`config.mk`:
```
export PLATFORM = sky130hd
export DESIGN_NAME = flash_suspend_bufprog_die_erase
export DESIGN_NICKNAME = d
export VERILOG_FILES = /design/src/flash_host_pkg.sv /design/src/flash_suspend_bufprog_die_erase.sv
export VERILOG_INCLUDE_DIRS = /design/src
export SDC_FILE = /design/constraint.sdc
export NUM_CORES = 1
export LEC_CHECK = 0
export BUFFER_PORTS_ARGS = -buffer_cell sky130_fd_sc_hd__buf_2
export CORE_ASPECT_RATIO = 0.8
export CORE_MARGIN = 5
export CORE_UTILIZATION = 58
export DETAILED_ROUTE_END_ITERATION = 6
export PLACE_DENSITY_LB_ADDON = 0.08
export SYNTH_ARGS = -nofsm -noshare
export SYNTH_HDL_FRONTEND = slang
export SYNTH_SLANG_ARGS = --single-unit
```
`constraint.sdc`:
```
create_clock -name mclk -period 8 [get_ports mclk]
set_input_delay 0.8 -clock mclk [delete_from_list [all_inputs] [get_ports mclk]]
set_output_delay 0.8 -clock mclk [all_outputs]
set_load 0.02 [all_outputs]
```
`src/flash_host_regs.svh`:
```
// Register offsets, field positions, command codes and timing values in nanoseconds
`ifndef FLASH_HOST_REGS_SVH
`define FLASH_HOST_REGS_SVH

`define REG_CTRL        8'h00
`define REG_ADDR        8'h04
`define REG_WDATA       8'h08
`define REG_STATUS      8'h0c
`define REG_RDATA       8'h10
`define REG_CONFIG      8'h14

`define ST_BUSY         0
`define ST_REFUSED      1
`define ST_ABORT        2
`define ST_FAIL         3
`define ST_DEV_BUSY     4
`define ST_ERASE_BUSY   5
`define ST_SUSPENDED    6
`define ST_WIDE_MODE    7
`define ST_LOADING      8
`define ST_REPROG       9
`define ST_LOAD_CNT_LO  16

`define BIT_DATA_POLL   7
`define BIT_TOGGLE      6
`define BIT_FAILURE     5
`define BIT_ABORT       1

`define CMD_UNLOCK1     16'h00aa
`define CMD_UNLOCK2     16'h0055
`define CMD_SUSPEND     16'h00b0
`define CMD_RESUME      16'h0030
`define CMD_WIDE_ENTER  16'h0038
`define CMD_WIDE_SETUP  16'h0033
`define CMD_CONFIRM     16'h0029
`define CMD_WIDE_EXIT1  16'h0090
`define CMD_WIDE_EXIT2  16'h0000
`define CMD_ABORT_RST   16'h00f0
`define CMD_ERASE_SETUP 16'h0080
`define CMD_DIE_ERASE   16'h0010
`define CMD_READ_RESET  16'h00f0
`define UNLOCK_ADDR1    24'h000555
`define UNLOCK_ADDR2    24'h0002aa

`define WIDE_WORDS      9'h100
`define CLK_NS          50
`define WE_PULSE_NS     35
`define READ_ACCESS_NS  80
`define RESET_PULSE_NS  500
`define SYNC_STAGES     2

`endif

```
`src/flash_host_pkg.sv`:
```
// Types shared by the flash host controller
package flash_host_pkg;

  typedef enum logic [3:0] {
    OP_READ, OP_POLL, OP_SUSPEND, OP_RESUME, OP_WIDE_ENTER, OP_WIDE_SETUP,
    OP_WIDE_LOAD, OP_WIDE_CONFIRM, OP_WIDE_EXIT, OP_ABORT_RESET,
    OP_DIE_ERASE, OP_READ_RESET, OP_HW_RESET
  } op_t;

  typedef struct packed {
    logic [24:0] addr;
    logic [15:0] data;
    logic        rd;
  } bus_cycle_t;

  typedef enum {
    S_IDLE, S_SETUP, S_STROBE, S_HOLD, S_FINISH, S_RESET
  } state_t;

endpackage : flash_host_pkg

```
`src/flash_suspend_bufprog_die_erase.sv`:
```
// APB-controlled host that drives a two-die parallel NOR flash bus
// How it works
// Suspend op writes B0h once to the selected die.
// While suspended, software may read any address; suspended word is invalid.
// Suspend is allowed inside erase suspend; host tracks only its own state, and refuses any suspend while its one suspended flag is set.
// Reads and other single cycles stay allowed while program is suspended.
// Hardware reset aborts a suspended program; reprogram flag is raised.
// Resume writes 30h; a second resume is refused until a new suspend.
// Poll op reads status twice and compares the toggle bit.
// Wide-buffer ops are refused unless word-wide bus mode is configured.
// In wide-buffer mode only its own ops, reads and polls are issued; the code also accepts hardware reset there.
// Exit issues two bus writes: 90h then 00h.
// Loads address the page latched at setup, low byte from a counter.
// Order: enter, setup, 256 loads, confirm, exit.
// Load addresses ascend from 00h to ffh.
// Loads always target the setup block and page.
// Confirm refused before 256 loads; extra loads refused.
// Abort bit seen while toggling sets the abort flag.
// Failure or abort bit triggers a recheck poll; resets clear flags (hardware reset here leaves the abort and failure flags set).
// Die erase issues six writes, die from the top address bit.
// A protected die still shows busy then done; poll handles both.
// During die erase the device answers reads with status.
// Read/reset op clears a failure after die erase.
// A second die erase is refused until polling shows the first done.
// Every command cycle carries the die select bit of the address.
// Suspend refused when already suspended; resume refused when not.
//
// Added by the designer: the APB interface to the registers and the register offsets.
`timescale 1ns/100ps
`include "flash_host_regs.svh"

module flash_suspend_bufprog_die_erase (
  input  wire logic        mclk,     // 20 MHz clock
  input  wire logic        rst,      // Async reset, active high
  input  wire logic        psel,     // APB select
  input  wire logic        penable,  // APB enable
  input  wire logic        pwrite,   // APB direction
  input  wire logic [7:0]  paddr,    // APB byte address
  input  wire logic [31:0] pwdata,   // APB write data
  output logic      [31:0] prdata,   // APB read data
  output logic             pready,   // APB ready
  output logic             pslverr,  // APB error
  output logic      [24:0] fl_addr,  // Flash address
  output logic      [15:0] dq_out,   // Flash data out
  output logic             dq_oe,    // Flash data drive enable
  input  wire logic [15:0] dq_in,    // Flash data in
  output logic             ce_n,     // Chip enable, low
  output logic             oe_n,     // Output enable, low
  output logic             we_n,     // Write enable, low
  output logic             fl_rst_n, // Flash reset, low
  output logic             byte_n    // Low selects byte mode
);

  localparam int WE_CYC  = (`WE_PULSE_NS + `CLK_NS - 1) / `CLK_NS;
  localparam int RD_CYC  = (`READ_ACCESS_NS + `CLK_NS - 1) / `CLK_NS
                           + `SYNC_STAGES;
  localparam int RST_CYC = (`RESET_PULSE_NS + `CLK_NS - 1) / `CLK_NS;

  function automatic flash_host_pkg::bus_cycle_t seq_cycle(
    input flash_host_pkg::op_t op,
    input logic [2:0]          step,
    input logic [24:0]         addr,
    input logic [15:0]         wdata,
    input logic [16:0]         page,
    input logic [7:0]          idx
  );
    flash_host_pkg::bus_cycle_t c;
    logic                       die;
    die    = addr[24];
    c.addr = addr;
    c.data = wdata;
    c.rd   = 1'b0;
    case (op)
      flash_host_pkg::OP_READ, flash_host_pkg::OP_POLL:
        c.rd = 1'b1;
      flash_host_pkg::OP_SUSPEND:
        c.data = `CMD_SUSPEND;
      flash_host_pkg::OP_RESUME:
        c.data = `CMD_RESUME;
      flash_host_pkg::OP_WIDE_SETUP:
        c.data = `CMD_WIDE_SETUP;
      flash_host_pkg::OP_WIDE_LOAD:
        c.addr = {page, idx};
      flash_host_pkg::OP_WIDE_CONFIRM:
        c = '{addr: {page, 8'h00}, data: `CMD_CONFIRM, rd: 1'b0};
      flash_host_pkg::OP_WIDE_EXIT:
        c.data = (step == 3'd0) ? `CMD_WIDE_EXIT1 : `CMD_WIDE_EXIT2;
      flash_host_pkg::OP_READ_RESET:
        c.data = `CMD_READ_RESET;
      flash_host_pkg::OP_WIDE_ENTER, flash_host_pkg::OP_ABORT_RESET,
      flash_host_pkg::OP_DIE_ERASE:
      begin
        case (step)
          3'd0, 3'd3: c.addr = {die, `UNLOCK_ADDR1};
          3'd1, 3'd4: c.addr = {die, `UNLOCK_ADDR2};
          default:    c.addr = {die, `UNLOCK_ADDR1};
        endcase
        case (step)
          3'd0, 3'd3: c.data = `CMD_UNLOCK1;
          3'd1, 3'd4: c.data = `CMD_UNLOCK2;
          3'd5:       c.data = `CMD_DIE_ERASE;
          default:
            c.data = (op == flash_host_pkg::OP_WIDE_ENTER) ? `CMD_WIDE_ENTER :
                     (op == flash_host_pkg::OP_ABORT_RESET) ? `CMD_ABORT_RST :
                     `CMD_ERASE_SETUP;
        endcase
      end
      default:
        c.rd = 1'b1;
    endcase
    return c;
  endfunction : seq_cycle

  flash_host_pkg::state_t     state;
  flash_host_pkg::op_t        cur_op;
  flash_host_pkg::bus_cycle_t cyc;
  logic [2:0]  step;
  logic [5:0]  cnt;
  logic [24:0] addr_reg;
  logic [15:0] wdata_reg;
  logic [15:0] rdata_reg;
  logic [15:0] prev_data;
  logic [15:0] dq_meta;
  logic [15:0] dq_sync;
  logic [16:0] page;
  logic [8:0]  load_cnt;
  logic        word_mode;
  logic        refused;
  logic        abort_flag;
  logic        fail_flag;
  logic        dev_busy;
  logic        erase_busy;
  logic        suspended;
  logic        wide_mode;
  logic        loading;
  logic        reprog;
  logic        recheck;

  wire                      acc      = psel & penable & ~pready;
  wire                      wr_acc   = acc & pwrite;
  wire                      go       = wr_acc & (paddr == `REG_CTRL);
  wire                      clr_wr   = wr_acc & (paddr == `REG_STATUS);
  wire flash_host_pkg::op_t req_op   = flash_host_pkg::op_t'(pwdata[3:0]);
  wire                      wide_op  = (req_op >= flash_host_pkg::OP_WIDE_ENTER)
                                    && (req_op <= flash_host_pkg::OP_ABORT_RESET);
  wire                      plain_rd = (req_op == flash_host_pkg::OP_READ)
                                    || (req_op == flash_host_pkg::OP_POLL);
  wire                      known_op = (req_op <= flash_host_pkg::OP_HW_RESET);
  wire                      mode_ok  = (!wide_op || word_mode)
                                    && (!wide_mode || wide_op || plain_rd
                                        || req_op == flash_host_pkg::OP_HW_RESET);
  wire                      seq_ok   =
    (req_op == flash_host_pkg::OP_WIDE_SETUP)   ? wide_mode && !loading :
    (req_op == flash_host_pkg::OP_WIDE_LOAD)    ? loading && load_cnt < `WIDE_WORDS :
    (req_op == flash_host_pkg::OP_WIDE_CONFIRM) ? loading && load_cnt == `WIDE_WORDS :
    (req_op == flash_host_pkg::OP_SUSPEND)      ? !suspended :
    (req_op == flash_host_pkg::OP_RESUME)       ? suspended :
    (req_op == flash_host_pkg::OP_DIE_ERASE)    ? !erase_busy : 1'b1;
  wire                      accept   = go && state == flash_host_pkg::S_IDLE
                                    && known_op && mode_ok && seq_ok;
  wire [2:0]                seq_len  =
    (cur_op == flash_host_pkg::OP_DIE_ERASE)   ? 3'd6 :
    (cur_op == flash_host_pkg::OP_WIDE_ENTER ||
     cur_op == flash_host_pkg::OP_ABORT_RESET) ? 3'd3 :
    (cur_op == flash_host_pkg::OP_POLL ||
     cur_op == flash_host_pkg::OP_WIDE_EXIT)   ? 3'd2 : 3'd1;
  wire                      toggled  = prev_data[`BIT_TOGGLE]
                                     ^ rdata_reg[`BIT_TOGGLE];
  wire                      poll_end = state == flash_host_pkg::S_FINISH
                                    && cur_op == flash_host_pkg::OP_POLL;
  wire                      rerun    = poll_end && toggled && !recheck
                                    && (rdata_reg[`BIT_ABORT]
                                    || rdata_reg[`BIT_FAILURE]);
  wire                      fin      = state == flash_host_pkg::S_FINISH && !rerun;
  wire [31:0]               status   = {7'h00, load_cnt, 6'h00, reprog, loading,
                                        wide_mode, suspended, erase_busy,
                                        dev_busy, fail_flag, abort_flag,
                                        refused,
                                        state != flash_host_pkg::S_IDLE};
  wire [31:0]               rd_mux   =
    (paddr == `REG_CTRL)   ? {28'h0000000, cur_op} :
    (paddr == `REG_ADDR)   ? {7'h00, addr_reg} :
    (paddr == `REG_WDATA)  ? {16'h0000, wdata_reg} :
    (paddr == `REG_STATUS) ? status :
    (paddr == `REG_RDATA)  ? {16'h0000, rdata_reg} :
    {31'h00000000, word_mode};
  wire                      mapped   = paddr <= `REG_CONFIG && paddr[1:0] == 2'b00;

  assign cyc = seq_cycle(cur_op, step, addr_reg, wdata_reg, page, load_cnt[7:0]);

  // One wait state keeps all APB outputs registered
  always_ff @(posedge mclk or posedge rst)
    if (rst)
    begin
      pready  <= 1'b0;
      pslverr <= 1'b0;
      prdata  <= 32'h00000000;
    end
    else
    begin
      pready  <= acc;
      pslverr <= acc & ~mapped;
      prdata  <= (acc & ~pwrite & mapped) ? rd_mux : 32'h00000000;
    end

  always_ff @(posedge mclk or posedge rst)
    if (rst)
    begin
      addr_reg  <= 25'h0000000;
      wdata_reg <= 16'h0000;
      word_mode <= 1'b0;
      byte_n    <= 1'b0;
    end
    else
    begin
      if (wr_acc && paddr == `REG_ADDR)
        addr_reg <= pwdata[24:0];
      if (wr_acc && paddr == `REG_WDATA)
        wdata_reg <= pwdata[15:0];
      if (wr_acc && paddr == `REG_CONFIG)
        word_mode <= pwdata[0];
      byte_n <= word_mode;
    end

  // Data pins come from the flash, so two stages first
  always_ff @(posedge mclk or posedge rst)
    if (rst)
    begin
      dq_meta <= 16'h0000;
      dq_sync <= 16'h0000;
    end
    else
    begin
      dq_meta <= dq_in;
      dq_sync <= dq_meta;
    end

  always_ff @(posedge mclk or posedge rst)
    if (rst)
    begin
      state     <= flash_host_pkg::S_IDLE;
      cur_op    <= flash_host_pkg::OP_READ;
      step      <= 3'd0;
      cnt       <= 6'd0;
      fl_addr   <= 25'h0000000;
      dq_out    <= 16'h0000;
      dq_oe     <= 1'b0;
      ce_n      <= 1'b1;
      oe_n      <= 1'b1;
      we_n      <= 1'b1;
      fl_rst_n  <= 1'b1;
      rdata_reg <= 16'h0000;
      prev_data <= 16'h0000;
      recheck   <= 1'b0;
    end
    else
    begin
      case (state)
        flash_host_pkg::S_IDLE:
          if (accept)
          begin
            cur_op <= req_op;
            step   <= 3'd0;
            cnt    <= 6'(RST_CYC);
            state  <= (req_op == flash_host_pkg::OP_HW_RESET) ?
                      flash_host_pkg::S_RESET : flash_host_pkg::S_SETUP;
          end
        flash_host_pkg::S_SETUP:
        begin
          fl_addr <= cyc.addr;
          dq_out  <= cyc.data;
          dq_oe   <= ~cyc.rd;
          ce_n    <= 1'b0;
          cnt     <= cyc.rd ? 6'(RD_CYC - 1) : 6'(WE_CYC - 1);
          state   <= flash_host_pkg::S_STROBE;
        end
        flash_host_pkg::S_STROBE:
        begin
          oe_n <= ~cyc.rd;
          we_n <= cyc.rd;
          if (cnt == 6'd0 && !oe_n && cyc.rd)
          begin
            prev_data <= rdata_reg;
            rdata_reg <= dq_sync;
            state     <= flash_host_pkg::S_HOLD;
          end
          else if (cnt == 6'd0 && !we_n)
            state <= flash_host_pkg::S_HOLD;
          else if (!oe_n || !we_n)
            cnt <= cnt - 6'd1;
        end
        flash_host_pkg::S_HOLD:
        begin
          oe_n  <= 1'b1;
          we_n  <= 1'b1;
          ce_n  <= 1'b1;
          dq_oe <= 1'b0;
          step  <= step + 3'd1;
          state <= (step + 3'd1 == seq_len) ? flash_host_pkg::S_FINISH :
                   flash_host_pkg::S_SETUP;
        end
        flash_host_pkg::S_FINISH:
        begin
          recheck <= rerun;
          step    <= 3'd0;
          state   <= rerun ? flash_host_pkg::S_SETUP : flash_host_pkg::S_IDLE;
        end
        flash_host_pkg::S_RESET:
        begin
          fl_rst_n <= 1'b0;
          if (cnt == 6'd0)
          begin
            fl_rst_n <= 1'b1;
            state    <= flash_host_pkg::S_IDLE;
          end
          else
            cnt <= cnt - 6'd1;
        end
        default:
          state <= flash_host_pkg::S_IDLE;
      endcase
    end

  // Flags track what the host has told the flash; set beats clear
  always_ff @(posedge mclk or posedge rst)
    if (rst)
    begin
      refused    <= 1'b0;
      abort_flag <= 1'b0;
      fail_flag  <= 1'b0;
      dev_busy   <= 1'b0;
      erase_busy <= 1'b0;
      suspended  <= 1'b0;
      wide_mode  <= 1'b0;
      loading    <= 1'b0;
      reprog     <= 1'b0;
      page       <= 17'h00000;
      load_cnt   <= 9'h000;
    end
    else
    begin
      if (go && !accept)
        refused <= 1'b1;
      else if (clr_wr && pwdata[`ST_REFUSED])
        refused <= 1'b0;
      if (state == flash_host_pkg::S_RESET && cnt == 6'd0)
      begin
        reprog     <= suspended;
        suspended  <= 1'b0;
        wide_mode  <= 1'b0;
        loading    <= 1'b0;
        erase_busy <= 1'b0;
        dev_busy   <= 1'b0;
      end
      else if (clr_wr && pwdata[`ST_REPROG])
        reprog <= 1'b0;
      if (fin)
        case (cur_op)
          flash_host_pkg::OP_POLL:
          begin
            dev_busy <= toggled;
            if (!toggled)
              erase_busy <= 1'b0;
            if (toggled && rdata_reg[`BIT_ABORT])
              abort_flag <= 1'b1;
            else if (toggled && rdata_reg[`BIT_FAILURE])
              fail_flag <= 1'b1;
          end
          flash_host_pkg::OP_SUSPEND:      suspended <= 1'b1;
          flash_host_pkg::OP_RESUME:       suspended <= 1'b0;
          flash_host_pkg::OP_WIDE_ENTER:   wide_mode <= 1'b1;
          flash_host_pkg::OP_WIDE_SETUP:
          begin
            loading  <= 1'b1;
            load_cnt <= 9'h000;
            page     <= addr_reg[24:8];
          end
          flash_host_pkg::OP_WIDE_LOAD:    load_cnt <= load_cnt + 9'h001;
          flash_host_pkg::OP_WIDE_CONFIRM:
          begin
            loading  <= 1'b0;
            dev_busy <= 1'b1;
          end
          flash_host_pkg::OP_WIDE_EXIT:
          begin
            wide_mode <= 1'b0;
            loading   <= 1'b0;
          end
          flash_host_pkg::OP_ABORT_RESET:
          begin
            abort_flag <= 1'b0;
            loading    <= 1'b0;
            dev_busy   <= 1'b0;
            wide_mode  <= 1'b0;
          end
          flash_host_pkg::OP_DIE_ERASE:
          begin
            erase_busy <= 1'b1;
            dev_busy   <= 1'b1;
          end
          flash_host_pkg::OP_READ_RESET:
          begin
            fail_flag <= 1'b0;
            dev_busy  <= 1'b0;
            erase_busy <= 1'b0;
          end
          default:
            dev_busy <= dev_busy;
        endcase
    end

endmodule : flash_suspend_bufprog_die_erase

```
# [Word-level counts from Yosys, hierarchy flattened]
# Index checks and enable logic that the tools add are counted.
[totals] regBits=252 inputBits=61 out_inout_bits=81 wordCells=254
[classes] reduce_logical=81 n_addsub=3 n_lt_le_gt_ge=5 bitwise=12 n_eq_ne=48 n_mux=71
[ops] cell="$pmux 32 s6" n=1
[ops] cell="$mux 32" n=4
[ops] cell="$mux 25" n=5
[ops] cell="$pmux 16 s7" n=1
[ops] cell="$pmux 25 s3" n=1
[ops] cell="$eq 32x2->1 const B" n=2
[ops] cell="$eq 32x3->1 const B" n=2
[ops] cell="$eq 32x4->1 const B" n=2
[ops] cell="$logic_not 32->1" n=2
[ops] cell="$eq 32x1->1 const B" n=1
[ops] cell="$reduce_bool 32->1" n=1
[ops] cell="$mux 6" n=5
[ops] cell="$eq 4x3->1 const B" n=7
[ops] cell="$logic_and 1x1->1" n=27
[ops] cell="$mux 1" n=27
[ops] cell="$eq 4x4->1 const B" n=6
[ops] cell="$pmux 6 s4" n=1
[ops] cell="$pmux 8 s3" n=1
[ops] cell="$pmux 1 s2" n=9
[ops] cell="$pmux 9 s2" n=1
[ops] cell="$eq 4x2->1 const B" n=4
[ops] cell="$eq 8x4->1 const B" n=2
[ops] cell="$eq 8x5->1 const B" n=2
[ops] cell="$mux 16" n=1
[ops] cell="47 further kinds" n=105

# [Depth between registers and ports, before layout]
[logic_depth] word_depth=11 depth_mapped=9

# [Least setup slack after synthesis]
# OpenSTA, ideal clock, no wires.
[synth_path] path_kind="input port to flip-flop" from="input port paddr[7]" to="register cnt[0]" t_required_ns=7.873 arrival_ns=2.465 path_buffers=0 cell_stages=6 setup_time_ns=0.127 path_slack_ns=5.408 path_cell_list="or4_4 -> or2_4 -> nor2_2 -> nor4b_4 -> o21a_4 -> mux2_1"
[synth_between] elab_chain_len=8
[synth_rtl] element="from (decl)" line="flash_suspend_bufprog_die_erase.sv:38" source="input wire logic [7:0] paddr,"
[synth_rtl] element="$logic_not 8->1 (no source line)"
[synth_rtl] element="$and 1x1->1" line="flash_suspend_bufprog_die_erase.sv:141" source="wire go = wr_acc & (paddr == `REG_CTRL);"
[synth_rtl] element="$logic_and 1x1->1" line="flash_suspend_bufprog_die_erase.sv:159" source="wire accept = go && state == flash_host_pkg::S_IDLE"
[synth_rtl] element="$logic_and 1x1->1 (3 in series)" line="flash_suspend_bufprog_die_erase.sv:160" source="&& known_op && mode_ok && seq_ok;"
[synth_rtl] element="$ne 2x2->1 (no source line)"
[synth_rtl] element="$reduce_and 6->1 (no source line)"
[synth_rtl] element="to (signal assigned)" line="flash_suspend_bufprog_die_erase.sv:264" source="cnt <= 6'(RST_CYC);"
[synth_rtl] element="to (signal assigned)" line="flash_suspend_bufprog_die_erase.sv:274" source="cnt <= cyc.rd ? 6'(RD_CYC - 1) : 6'(WE_CYC - 1);"
[synth_rtl] element="to (signal assigned)" line="flash_suspend_bufprog_die_erase.sv:290" source="cnt <= cnt - 6'd1;"
[synth_rtl] element="to (decl)" line="flash_suspend_bufprog_die_erase.sv:118" source="logic [5:0] cnt;"
# Every way passes these cells.
# A chain may end at the register's enable or synchronous reset.

# [Worst setup path in the final report]
[layout_path] from="register cur_op[3]" to="register dq_out[0]"
[layout_between] elab_chain_len=4 word_cells_on_any_way=13 cone_classes="eq/ne: 9; mux: 3; reduce/logical: 1"
[layout_rtl] element="from (decl)" line="flash_suspend_bufprog_die_erase.sv:115" source="flash_host_pkg::op_t cur_op;"
[layout_rtl] element="from (signal assigned)" line="flash_suspend_bufprog_die_erase.sv:242" source="cur_op <= flash_host_pkg::OP_READ;"
[layout_rtl] element="from (signal assigned)" line="flash_suspend_bufprog_die_erase.sv:262" source="cur_op <= req_op;"
[layout_rtl] element="$eq 4x3->1" line="flash_suspend_bufprog_die_erase.sv:73, flash_suspend_bufprog_die_erase.sv:103"
[layout_rtl] element="$mux 8 (no source line)"
[layout_rtl] element="$pmux 8 s3" line="flash_suspend_bufprog_die_erase.sv:98" source="case (step)"
[layout_rtl] element="$pmux 16 s7 (*)" line="flash_suspend_bufprog_die_erase.sv:73" source="case (op)"
[layout_rtl] element="to (signal assigned)" line="flash_suspend_bufprog_die_erase.sv:271" source="dq_out <= cyc.data;"
[layout_rtl] element="to (decl)" line="flash_suspend_bufprog_die_erase.sv:44" source="output logic [15:0] dq_out,"
# Mark *: on every way between the ends. The rest lies on a longest branch, timed or not.

==> metrics.csv <==
stage,metric,value,unit
critical_path,WP data required,8.34,ns
run,number of max-cap violations,0,
cells_and_area,Final #Nets,1068,
cells_and_area,final instance area,0.0115,mm^2
cts,number of H-tree levels,1,
drt,post-route ant nets,0,
critical_path,Startpoint Class,register,
timing,fin crit period,3.06,ns
global_routing,initial antenna violation count,2,
timing,WHS,0.346,ns
drt,WL final,24800,um
placement,Placed Instance Area,0.0107,mm^2
critical_path,R2R Path Start,cur_op[3],
cts,CTS Buffer Depth,3,
critical_path,Critical Path AT,3.40,ns
timing,actual slew at the worst max-slew pin,1.16,ns
cells_and_area,area growth from synthesis to layout,14.2,%
drt,Routed WL per cell,19.9,um
drt,initial drt markers,724,
cts,CTS tree,done,
yosys,count of cell types in the netlist,79,
floorplan,Die X,157,um
critical_path,slowest stage cell on the critical path,dfrtp_1,
timing,RSZ-0062 raised after global routing,no,
timing,final setup fails,0,
timing,"Slew Viols, Final",0,
cts,Post-CTS Setup Inserts,0,
drt,vias per cell,5.94,
critical_path,Worst Setup Path Type,register to register,
critical_path,CP peak stage delay,0.97,ns
global_routing,vias in the first global route,7101,
placement,dpl hpwl,16600,um
timing,Tcrit/Tclk final,38.2,%
floorplan,Die Height,128,um
critical_path,maximum fanout along the worst path,29,
yosys,post-synthesis cell area,0.0101,mm^2
critical_path,FF-to-FF setup slack,4.94,ns
global_routing,largest net degree at the start of global routing,144,
floorplan,# rows,43,
drt,detailed-route DRC error count,0,
power_and_ir_drop,pwr dens,276,mW/mm^2
timing,Final Hold Vio Count,0,
placement,I/O Buffers,127,
timing,normalized max-slew margin,22.7,%
cts,clk sinks,217,
yosys,Synth Register Bits,217,
worst_hold_path,hold depth,0,
placement,Inst Count DP,1200,
floorplan,die area,0.0201,mm^2
worst_hold_path,min-delay worst type,register to register,
power_and_ir_drop,leakage power total,5.43,nW
timing,Peak Freq,327,MHz
drt,DRT Pass-1 Iters,7,
drt,routed vias,7367,
floorplan,I/O pin count,142,
placement,pre-CTS setup slack,4.70,ns
yosys,synthesized area per cell,11.2,um^2
cells_and_area,# fillers,1361,
placement,RD Place Congestion,0.887,
cts,Post-CTS Resized,0,
critical_path,RR Endpoint,dq_out[0],
timing,Final Skew,0.0117,ns
yosys,Ys Warns,0,
cts,worst skew pair latency,0.51,ns
critical_path,Setup crit end kind,register,
outcome,outcome,completed,
critical_path,r2r worst-path depth,5,
global_routing,GRT Total Usage,24.8,%
critical_path,CP Cell Sequence,"nor3_1, nor2_1, inv_1, a221oi_1, o21ai_0",
global_routing,first-pass GRT wire length,39900,um
yosys,Post-Synthesis Cells,903,
floorplan,core area,0.0172,mm^2
worst_hold_path,Worst Hold Launch,dq_meta[3],
yosys,"Async S/R FF share, synth",100,%
yosys,prevailing post-synth register cell,dfrtp_1,
worst_hold_path,Hold Path Sink,dq_sync[3],
yosys,Post-synth EDFFs,0,
global_routing,Overflow after GRT,0,
cts,Root Driver,clkbuf_16,
cells_and_area,layout cells sized above 1,27.3,%
cts,number of buffers created by CTS,22,
yosys,sequential-to-total area share from yosys stat,53.9,%
cells_and_area,post-route non-filler standard cell count,1241,
cts,clock slew at reported path FFs,0.06,ns
timing,final worst slack,4.94,ns
power_and_ir_drop,Peak supply drop,0.146,mV
floorplan,Initial Util,58.5,%
cts,CTS hold repair buffers,0,
timing,setup_tns,0,ns
[layout by cell type, fill, tap and decap left out, types with 23 or more instances in the layout]
cell type / Yosys / layout
o21ai_0: 38 / 38
nand2_1: 69 / 69
mux2_2: 44 / 44
a221oi_1: 24 / 24
dfrtp_1: 213 / 213
clkbuf_16: 0 / 23
mux2_4: 24 / 24
a21oi_1: 45 / 45
buf_2: 11 / 127
nor2_1: 111 / 109
[routing by layer]
metal,up-vias,part of all wire (%),track usage (%)
met5,-,0.028,0
met4,2,2.0,4.96
met3,45,8.0,4.76
met2,288,42,35.7
met1,3613,47,39.6
li1,3419,-,-
[power breakdown]
part           switching, mW  internal (mW)
clock network          0.418          0.677
logic                  0.448          0.271
registers              0.121           1.24
[per-stage QoR]
step	util [%]	total power [mW]
floorplan	-	1.88
global placement	62.3	2.07
detailed placement	62.3	2.09
CTS	66.8	3.19
global route	66.8	3.33
finish	66.8	3.17
[layout make-up]
class,count,area [um^2],share of cell area [%]
Tap cell,225,282,2.45
Antenna cell,1,2.50,0.0217
Multi-Input combinational cell,604,4230,36.8
Clock inverter,7,110,0.957
Timing Repair Buffer,135,696,6.05
Clock buffer,33,673,5.85
Inverter,19,78.8,0.685
Sequential cell,217,5440,47.2
[synth_stat cells, types with 16 or more instances]
library cell  count  area share [%]
a21oi_1          45             2.2
a221oi_1         24             2.1
a22oi_1          16             1.2
clkbuf_1         34             1.3
dfrtp_1         213              53
inv_1            19            0.71
mux2_1           16             1.8
mux2_2           44             4.9
mux2_4           24             3.6
mux2i_1          17             1.7
nand2_1          69             2.6
nand3_1          17            0.84
nor2_1          111             4.1
o21ai_0          38             1.9
[worst max-delay path: cells and delay by family (launching register included)]
family / cells / cell delay [ns]
AOI/OAI and AO/OA: 2 / 0.65
buffers and inverters: 1 / 0.16
DFF: 1 / 0.97
and+or+nand+nor: 2 / 1.11
[cells by family after synthesis]
family          share of synthesized area, %
compound gates                          14.5
xor+xnor                               0.857
fa+ha+maj                              0.993
buf+inv                                 4.46
flops                                   53.9
mux                                     12.0
other cells                           0.0372
simple gates                            13.2
[worst max-delay path by stage]
stage / end / start / cells after the start / slack, ns
3_3_place_gp: cnt[0] / paddr[7] / 7 / 4.71
4_1_cts: rdata_reg[7] / cur_op[3] / 5 / 5.00
2_1_floorplan: abort_flag / rst / 1 / 1.27
5_1_grt: dq_out[0] / cur_op[3] / 5 / 4.58
3_5_place_dp: cnt[0] / paddr[7] / 7 / 4.70
6_report: dq_out[0] / cur_op[3] / 5 / 4.94
(Power assumes the default switching activity.)
